<file path="src/include/tmc_pkg.sv">
/*
  Constants shared by both ends of the trace macrocell control link:
  device register indices, field positions, reset values, host register map.
  Assumes a single 100 MHz system clock and 32-bit register data.
*/
`default_nettype none
package tmc_pkg;
  localparam int DW = 32;
  localparam int IW = 2;
  // Device register word indices (byte address is four times the index)
  localparam logic [IW-1:0] IDX_CTRL  = 2'h0;
  localparam logic [IW-1:0] IDX_FORCE = 2'h1;
  localparam logic [IW-1:0] IDX_RATE  = 2'h2;
  localparam logic [IW-1:0] IDX_SYNC  = 2'h3;
  // Control/status fields
  localparam int CTRL_EN     = 0;
  localparam int CTRL_TIMESTAMP_ENABLE   = 1;
  localparam int CTRL_SYNC_PACKET_ENABLE = 2;
  localparam int CTRL_ASYNC  = 4;
  localparam int CTRL_ID_LO  = 16;
  localparam int CTRL_ID_HI  = 22;
  localparam int CTRL_BUSY   = 23;
  localparam int FORCE_BIT   = 0;
  // Sync interval fields
  localparam int SYNC_MODE   = 12;
  localparam int SYNC_CNT_HI = 11;
  localparam int SYNC_N_LO   = 7;
  localparam int SYNC_W      = 13;
  localparam int PERIOD_W    = 28;
  localparam logic [DW-1:0]     RATE_RESET = 32'h05F5E100;
  localparam logic [SYNC_W-1:0] SYNC_RESET = 13'h0400;
  // Host register byte offsets on AHB-Lite
  localparam logic [3:0] HOFF_CMD   = 4'h0;
  localparam logic [3:0] HOFF_WDATA = 4'h4;
  localparam logic [3:0] HOFF_RDATA = 4'h8;
  localparam logic [3:0] HOFF_STAT  = 4'hC;
  localparam int CMD_WRITE = 8;
  localparam int CMD_PROBE = 9;
  localparam int CMD_GO    = 31;
  localparam int STAT_BUSY = 0;
  localparam int STAT_REF  = 1;
  localparam int STAT_DONE = 2;
endpackage
`default_nettype wire

</file>
<file path="src/include/tmc_if.sv">
/*
  Register link between the control host and the trace macrocell device.
  Assumes both ends share hclk; request held until acknowledge seen.
*/
`timescale 1ns/10ps
`default_nettype none
interface tmc_if;
  logic                       req;
  logic                       wr;
  logic [tmc_pkg::IW-1:0]     idx;
  logic [tmc_pkg::DW-1:0]     wdata;
  logic [tmc_pkg::DW-1:0]     rdata;
  logic                       ack;
  modport dev  (input req, input wr, input idx, input wdata, output rdata, output ack);
  modport host (output req, output wr, output idx, output wdata, input rdata, input ack);
endinterface
`default_nettype wire

</file>
<file path="src/hdl/tmc_device.sv">
/*
  Trace macrocell control device: control/status, force-stamp, rate and
  sync interval registers, sync byte counter and timestamp counter.
  Assumes the host holds req until ack; line pins are asynchronous.
*/
// Implementation choices: the register link port and the register word indices.
`timescale 1ns/10ps
`default_nettype none
module tmc_device #(
  parameter bit                      HAS_SYNC_REG  = 1'b1,
  parameter bit                      HAS_FORCE     = 1'b1,
  parameter bit                      HAS_STPV2     = 1'b1,
  parameter bit                      RATE_WRITABLE = 1'b1,
  parameter logic [tmc_pkg::DW-1:0]  RATE_INIT     = tmc_pkg::RATE_RESET
) (
  input  wire logic                  hclk,
  input  wire logic                  hresetn,
  tmc_if.dev                         link,
  input  wire logic                  stim_write,
  input  wire logic                  stamp_sent,
  input  wire logic                  trace_byte,
  input  wire logic                  sink_busy,
  input  wire logic                  line_idle,
  input  wire logic                  ext_tick,
  output logic                       trace_en,
  output logic                       stamp_en,
  output logic                       stim_stamp,
  output logic                       force_pending,
  output logic                       sync_pulse,
  output logic                       rate_field_pulse,
  output logic [tmc_pkg::DW-1:0]     rate_field_value,
  output logic                       rate_unknown,
  output logic [tmc_pkg::DW-1:0]     stamp_count
);
  import tmc_pkg::*;

  // A writable rate register only makes sense with the v2 packet protocol
  if (RATE_WRITABLE && !HAS_STPV2) begin : g_bad_rate
    $error("writable rate register needs protocol v2");
  end

  // ------------------------------------------------------------
  // Register port decode
  // ------------------------------------------------------------
  logic                  ack_q;
  wire                   take     = link.req && !ack_q;
  wire                   wr_take  = take && link.wr;
  wire                   wr_ctrl  = wr_take && (link.idx == IDX_CTRL);
  wire                   wr_force = wr_take && (link.idx == IDX_FORCE);
  wire                   wr_rate  = wr_take && (link.idx == IDX_RATE);
  wire                   wr_sync  = wr_take && (link.idx == IDX_SYNC) && HAS_SYNC_REG;

  logic                  en;
  logic                  timestamp_enable;
  logic                  sync_packet_enable;
  logic                  async_mode;
  logic [6:0]            source_id;
  logic [DW-1:0]         rate;
  logic [SYNC_W-1:0]     sync_cfg;
  logic [PERIOD_W-1:0]   remain;

  wire                   sync_packet_enable_rd = HAS_SYNC_REG ? 1'b1 : sync_packet_enable;
  wire                   busy      = en || sink_busy;
  wire [DW-1:0]          ctrl_rd   = {8'h00, busy, source_id, 11'h000, async_mode, 1'b0, sync_packet_enable_rd, timestamp_enable, en};
  wire [DW-1:0]          rate_rd   = HAS_STPV2 ? rate : 32'h00000000;
  wire [DW-1:0]          sync_rd   = HAS_SYNC_REG ? {19'h00000, sync_cfg} : 32'h00000000;
  wire [DW-1:0]          rd_mux    = (link.idx == IDX_CTRL) ? ctrl_rd :
                                     (link.idx == IDX_RATE) ? rate_rd :
                                     (link.idx == IDX_SYNC) ? sync_rd : 32'h00000000;

  assign link.ack = ack_q;

  always_ff @(posedge hclk or negedge hresetn) begin
    if (!hresetn) begin
      ack_q      <= 1'b0;
      link.rdata <= 32'h00000000;
    end else begin
      ack_q <= take;
      if (take && !link.wr) begin
        link.rdata <= rd_mux;
      end
    end
  end

  // ------------------------------------------------------------
  // Control/status register
  // ------------------------------------------------------------
  always_ff @(posedge hclk or negedge hresetn) begin
    if (!hresetn) begin
      en         <= 1'b0;
      timestamp_enable       <= 1'b0;
      sync_packet_enable     <= 1'b0;
      async_mode <= 1'b0;
      source_id  <= 7'h00;
    end else if (wr_ctrl) begin
      en         <= link.wdata[CTRL_EN];
      timestamp_enable       <= link.wdata[CTRL_TIMESTAMP_ENABLE];
      sync_packet_enable     <= HAS_SYNC_REG ? 1'b0 : link.wdata[CTRL_SYNC_PACKET_ENABLE];
      async_mode <= link.wdata[CTRL_ASYNC];
      source_id  <= link.wdata[CTRL_ID_HI:CTRL_ID_LO];
    end
  end

  assign trace_en = en;
  assign stamp_en = timestamp_enable;

  // ------------------------------------------------------------
  // Forced timestamp request
  // ------------------------------------------------------------
  // qualified write-one set
  wire force_set = wr_force && link.wdata[FORCE_BIT] && timestamp_enable && HAS_FORCE;

  // pend until stamped packet, set wins
  always_ff @(posedge hclk or negedge hresetn) begin
    if (!hresetn) begin
      force_pending <= 1'b0;
    end else if (force_set) begin
      force_pending <= 1'b1;
    end else if (stamp_sent) begin
      force_pending <= 1'b0;
    end
  end

  // Stimulus write that should carry a stamp; the sink may still drop it
  always_ff @(posedge hclk or negedge hresetn) begin
    if (!hresetn) begin
      stim_stamp <= 1'b0;
    end else begin
      stim_stamp <= stim_write && en && timestamp_enable && force_pending;
    end
  end

  // ------------------------------------------------------------
  // Timestamp rate register
  // ------------------------------------------------------------
  // packet only while stamping
  wire rate_ok = wr_rate && HAS_STPV2 && RATE_WRITABLE;

  always_ff @(posedge hclk or negedge hresetn) begin
    if (!hresetn) begin
      rate       <= RATE_INIT;
      rate_field_pulse <= 1'b0;
      rate_field_value <= 32'h00000000;
    end else begin
      // no rate packets when stamps off
      rate_field_pulse <= rate_ok && timestamp_enable;
      if (rate_ok) begin
        rate       <= link.wdata;
        rate_field_value <= link.wdata;
      end
    end
  end

  assign rate_unknown = (rate_rd == 32'h00000000);

  // ------------------------------------------------------------
  // Sync interval and byte counter
  // ------------------------------------------------------------
  // period from mode
  function automatic logic [PERIOD_W-1:0] period_of(input logic [SYNC_W-1:0] cfg);
    logic [31:0] pow;
    pow = 32'h00000001 << cfg[SYNC_CNT_HI:SYNC_N_LO];
    if (cfg[SYNC_MODE]) begin
      period_of = pow[PERIOD_W-1:0];
    end else begin
      period_of = {16'h0000, cfg[SYNC_CNT_HI:0]};
    end
  endfunction

  wire [SYNC_W-1:0]   new_cfg   = link.wdata[SYNC_W-1:0];
  wire                counting  = HAS_SYNC_REG && (sync_cfg != 13'h0000);
  wire                sync_live = sync_packet_enable_rd && en;
  wire                period_end = trace_byte && counting && (remain <= 28'h0000001);

  always_ff @(posedge hclk or negedge hresetn) begin
    if (!hresetn) begin
      sync_cfg <= SYNC_RESET;
      remain   <= 28'h0000000;
    end else if (wr_sync) begin
      sync_cfg <= new_cfg;
      remain   <= period_of(new_cfg);
    end else if (period_end) begin
      remain <= period_of(sync_cfg);
    end else if (trace_byte && counting) begin
      remain <= remain - 28'h0000001;
    end
  end

  always_ff @(posedge hclk or negedge hresetn) begin
    if (!hresetn) begin
      sync_pulse <= 1'b0;
    end else begin
      sync_pulse <= sync_live && (wr_sync || period_end);
    end
  end

  // ------------------------------------------------------------
  // Timestamp counter
  // ------------------------------------------------------------
  logic [2:0] tick_sync;
  logic [1:0] idle_sync;

  always_ff @(posedge hclk or negedge hresetn) begin
    if (!hresetn) begin
      tick_sync <= 3'h0;
      idle_sync <= 2'h3;
    end else begin
      tick_sync <= {tick_sync[1:0], ext_tick};
      idle_sync <= {idle_sync[0], line_idle};
    end
  end

  wire tick_rise = tick_sync[1] && !tick_sync[2];

  // external tick in async mode, else every clock; cleared while line idle in async mode
  always_ff @(posedge hclk or negedge hresetn) begin
    if (!hresetn) begin
      stamp_count <= 32'h00000000;
    end else if (!timestamp_enable || !en || (async_mode && idle_sync[1])) begin
      stamp_count <= 32'h00000000;
    end else if (!async_mode || tick_rise) begin
      stamp_count <= stamp_count + 32'h00000001;
    end
  end
endmodule
`default_nettype wire

</file>
<file path="src/flat_wrapper.sv">
// flat-port wrapper written by rule: the top's interface ports become plain ports
module tmc_device_flat import tmc_pkg::*;
#(
  parameter bit                      HAS_SYNC_REG  = 1'b1,
  parameter bit                      HAS_FORCE     = 1'b1,
  parameter bit                      HAS_STPV2     = 1'b1,
  parameter bit                      RATE_WRITABLE = 1'b1,
  parameter logic [tmc_pkg::DW-1:0]  RATE_INIT     = tmc_pkg::RATE_RESET
)
  (hclk, hresetn, stim_write, stamp_sent, trace_byte, sink_busy, line_idle, ext_tick, trace_en, stamp_en, stim_stamp, force_pending, sync_pulse, rate_field_pulse, rate_field_value, rate_unknown, stamp_count, link_req, link_wr, link_idx, link_wdata, link_rdata, link_ack);
  tmc_if link_i ();
  input  wire logic hclk;
  input  wire logic hresetn;
  input  wire logic stim_write;
  input  wire logic stamp_sent;
  input  wire logic trace_byte;
  input  wire logic sink_busy;
  input  wire logic line_idle;
  input  wire logic ext_tick;
  output logic trace_en;
  output logic stamp_en;
  output logic stim_stamp;
  output logic force_pending;
  output logic sync_pulse;
  output logic rate_field_pulse;
  output logic [tmc_pkg::DW-1:0] rate_field_value;
  output logic rate_unknown;
  output logic [tmc_pkg::DW-1:0] stamp_count;
  input wire logic [$bits(link_i.req)-1:0] link_req;
  input wire logic [$bits(link_i.wr)-1:0] link_wr;
  input wire logic [$bits(link_i.idx)-1:0] link_idx;
  input wire logic [$bits(link_i.wdata)-1:0] link_wdata;
  output wire logic [$bits(link_i.rdata)-1:0] link_rdata;
  output wire logic [$bits(link_i.ack)-1:0] link_ack;
  assign link_i.req = link_req;
  assign link_i.wr = link_wr;
  assign link_i.idx = link_idx;
  assign link_i.wdata = link_wdata;
  assign link_rdata = link_i.rdata;
  assign link_ack = link_i.ack;
  tmc_device #(.HAS_SYNC_REG(HAS_SYNC_REG), .HAS_FORCE(HAS_FORCE), .HAS_STPV2(HAS_STPV2), .RATE_WRITABLE(RATE_WRITABLE), .RATE_INIT(RATE_INIT)) u_core (.hclk(hclk), .hresetn(hresetn), .link(link_i), .stim_write(stim_write), .stamp_sent(stamp_sent), .trace_byte(trace_byte), .sink_busy(sink_busy), .line_idle(line_idle), .ext_tick(ext_tick), .trace_en(trace_en), .stamp_en(stamp_en), .stim_stamp(stim_stamp), .force_pending(force_pending), .sync_pulse(sync_pulse), .rate_field_pulse(rate_field_pulse), .rate_field_value(rate_field_value), .rate_unknown(rate_unknown), .stamp_count(stamp_count));
endmodule
</file>
<file path="config.mk">
export PLATFORM = sky130hd
export DESIGN_NAME = tmc_device_flat
export DESIGN_NICKNAME = d
export VERILOG_FILES = /design/src/include/tmc_pkg.sv /design/src/include/tmc_if.sv /design/src/hdl/tmc_device.sv /design/src/flat_wrapper.sv
export SDC_FILE = /design/constraint.sdc
export NUM_CORES = 1
export LEC_CHECK = 0
export BUFFER_PORTS_ARGS = -buffer_cell sky130_fd_sc_hd__buf_2
export CORE_ASPECT_RATIO = 0.7
export CORE_UTILIZATION = 50
export CTS_CLUSTER_SIZE = 25
export DETAILED_ROUTE_END_ITERATION = 7
export PLACE_DENSITY_LB_ADDON = 0.3
export SYNTH_ARGS = -nofsm -noshare
export SYNTH_HDL_FRONTEND = slang
export SYNTH_SLANG_ARGS = --single-unit
</file>
<file path="constraint.sdc">
create_clock -name hclk -period 2.89 [get_ports hclk]
set_input_delay 0.578 -clock hclk [delete_from_list [all_inputs] [get_ports hclk]]
set_output_delay 0.578 -clock hclk [all_outputs]
set_load 0.02 [all_outputs]
</file>
==> impl_metrics.csv <==
group,metric,value,unit
final_layout,n_fill_cell,1459,
sta,setup_tns,0,ps
synth,synth.distinct_cells,69,
synth,ys_ff_latch,169,
cts,clock-sinks,169,
power_and_ir_drop,switching_power,2.55,mW
placed_design,placedCellCount,1325,
flow_run,cap_violations,0,
final_layout,area_delta_synth_final,18.1,%
cts,cts_max_path_buffers,2,
sta,tightest_slew,777,ps
final_layout,postLayoutCellArea,10400,um2
global_route,grt_max_degree,74,
hold_path,hold_class,"primary input to asynchronous set/reset pin",
placed_design,routabilityCongestion,1.01,
global_route,grt_antenna_before_repair,0,
cts,post-cts-setup-buffer-count,0,
cts,cts-root-buf,"clkbuf_16",
power_and_ir_drop,leakage,4.86,nW
route,ant_nets,0,
route,drc_errors,0,
route,wirelength,26300,um
global_route,grt-ovfl-total,0,
synth,syn_nets,1031,
power_and_ir_drop,pwr-share-comb,23.0,%
power_and_ir_drop,clockPowerShare,32.6,%
power_and_ir_drop,p_per_area,690,nW/um2
power_and_ir_drop,p_seq_share,44.4,%
placed_design,io_buffers,147,
synth,synthCells,984,
synth,synth-seq-area-share,48.4,%
sta,maxSlewHeadroom,47.7,%
cts,cts_made_buffers,17,
worst_setup_path,cp_max_fo,6,
route,vias,8159,
cts,cts_tree,"yes",
power_and_ir_drop,ir_worst_vdd,410,uV
synth,synth_edf_count,0,
synth,async_flop_share,100,%
floorplanning,die_h,113,um
worst_setup_path,r2r_cells,6,
floorplanning,core_area,17200,um2
final_layout,layout_common_cells,"229 x nand2_1, 154 x dfrtp_1, 146 x buf_2",
final_layout,final_net_count,1160,
final_layout,antennaDiodeCount,0,
synth,syn_avg_cell_area,8.92,um2
route,drt-pass1-iter-count,6,
cts,cts_resized,0,
sta,timing.final.crit_period,2650,ps
placed_design,placed_area,9760,um2
cts,clock_latency,430,ps
sta,setup_viol,0,
power_and_ir_drop,swShare,35.6,%
sta,timing.final.ws_setup,242,ps
synth,yosysWarnings,0,
synth,synth_flop_cell,"dfrtp_1",
worst_setup_path,worstPathRequired,3200,ps
global_route,grt_pass1_vias,7599,
cts,holdBufCountCts,0,
floorplanning,start_util,51.1,%
final_layout,final_cells,1357,
sta,slew_viol_final,0,
route,routed_via_density,6.01,
sta,hold_violations,0,
route,drtIter0Drc,1058,
global_route,grt_usage,29.8,%
worst_setup_path,crit_path_start_kind,"flip-flop",
worst_setup_path,cp.arrival,2950,ps
placed_design,dp_slack,286,ps
synth,syn_area,8770,um2
sta,fin_worst_skew,9.84,ps
final_layout,layout-drive-gt1-share,23.2,%
global_route,grt_pass1_wl,42100,um
placed_design,dp_hpwl,18600,um
cts,h-tree-depth,4,
status,status,"completed",
floorplanning,ios,148,
floorplanning,num_rows,40,
sta,period_share,91.6,%
sta,fmax,378,MHz
worst_setup_path,worst_setup_path_end_kind,"flip-flop",
sta,rsz0062_at_grt,"no",
floorplanning,fp.dieW,160,um
route,wl_per_cell,19.4,um
worst_setup_path,crit_type,"flip-flop to flip-flop",
power_and_ir_drop,internal_power,4.61,mW
final_layout,layout_commonest_cell,"nand2_1",
cts,path_clk_slew,80,ps
floorplanning,die-area,18100,um2
## cell families (layout without fill, tap and decap cells)
logic type                 count (synthesis)  in the layout  synth area share (%)
buffers and inverters                     93            235                  5.16
DFF                                      169            169                  48.4
xor gates and xnor gates                  26             26                  2.60
AOI/OAI and AO/OA                        202            202                  15.0
and+or+nand+nor                          461            461                  24.8
adders and majority gates                  3              3                 0.428
muxes                                     30             30                  3.59
## synth_stat cells (3+ instances only)
cell type  number  share of area [%]
ha_1            3               0.43
or2_2           3               0.21
a31oi_1         5               0.36
nand4_1        17                1.2
nor3_1         21                1.2
o21ai_1        12               0.68
o21ai_0        49                2.8
o31ai_1        10               0.86
inv_1          14               0.60
buf_4          21                1.8
dfstp_2        15                4.5
mux2i_1        18                2.1
and3_1         11               0.78
o211ai_1        6               0.51
o2bb2ai_1       3               0.30
buf_1           4               0.17
a21oi_1        54                3.1
nor4_1         17                1.2
or4_1           5               0.43
a211o_1         4               0.40
and2_1          4               0.29
xnor2_1        12                1.2
nand2b_1        6               0.43
and4_1          6               0.60
a32oi_1         5               0.50
a221oi_1        5               0.50
or3_1          20                1.4
a211oi_1        5               0.43
a22oi_1         9               0.77
nor2_1         71                3.0
o41ai_1         3               0.30
buf_6           3               0.39
nand3_1        21                1.2
a22o_1         10                1.0
nor2b_1        15                1.1
nand2_1       229                9.8
dfrtp_1       154                 44
mux2_2         12                1.5
clkbuf_1       48                2.1
xor2_1         14                1.4
## power groups by stage
stage | logic, mW | registers, mW | clock network (mW)
after detailed placement | 1.61 | 3.19 | 0
after global placement | 1.59 | 3.18 | 0
after floorplan | 1.03 | 3.20 | 0
after CTS | 1.62 | 3.16 | 2.35
after global routing | 1.78 | 3.22 | 2.45
final | 1.64 | 3.18 | 2.34
## cell type report
| cell class | instances | area (um2) | share of cell area (%) |
|---|---|---|---|
| Clock buffer | 17 | 425 | 4.11 |
| Clock inverter | 15 | 180 | 1.74 |
| Inverter | 15 | 56.3 | 0.543 |
| Sequential cell | 169 | 4250 | 41.0 |
| Multi-Input combinational cell | 722 | 4080 | 39.3 |
| Tap cell | 231 | 289 | 2.79 |
| Timing Repair Buffer | 188 | 1090 | 10.5 |
## registers in the layout, indices dropped and copies added (netlist names), 2 cells and up
| name | count |
|---|---|
| u_core.link.rdata | 32 |
| u_core.rate | 32 |
| u_core.stamp_count | 32 |
| u_core.remain | 28 |
| u_core.sync_cfg | 13 |
| u_core.rate_field_value | 12 |
| u_core.source_id | 7 |
| u_core.tick_sync | 3 |
| u_core.idle_sync | 2 |
## critical path: stages, from the launching register on
cell and delay, ps:
dfrtp_1 450, or4_1 540, or3_1 480, nor4_4 450
nand2_1 140, buf_4 190, o41ai_1 280
## stage by stage
step	hold WS (ps)	power [mW]	util, %
after floorplan	282	4.24	-
after global placement	333	4.77	56.8
after detailed placement	337	4.80	56.8
after CTS	67.3	7.13	60.4
after global routing	77.3	7.46	60.4
final	58.5	7.15	60.4
## final timing paths
path                       slack (ps)                 from                    end
max                               240    u_core.remain[24]      u_core.remain[18]
min                                60              hresetn  u_core.link.rdata[24]
max reg2reg                       240    u_core.remain[24]      u_core.remain[18]
min reg2reg                       350  u_core.tick_sync[0]    u_core.tick_sync[1]
max in group asynchronous        2060              hresetn         u_core.rate[8]
min in group hclk                 250            line_idle    u_core.idle_sync[0]
## layer usage
metal | GRT usage [%] | vias up | wire length [um]
met2 | 41.4 | 481 | 10800
met3 | 8.47 | 62 | 3040
li1 | - | 3705 | -
met4 | 9.02 | 0 | 529
met5 | 0 | - | 0
met1 | 44.6 | 3911 | 11900
Power figures use the tool's default switching activity.
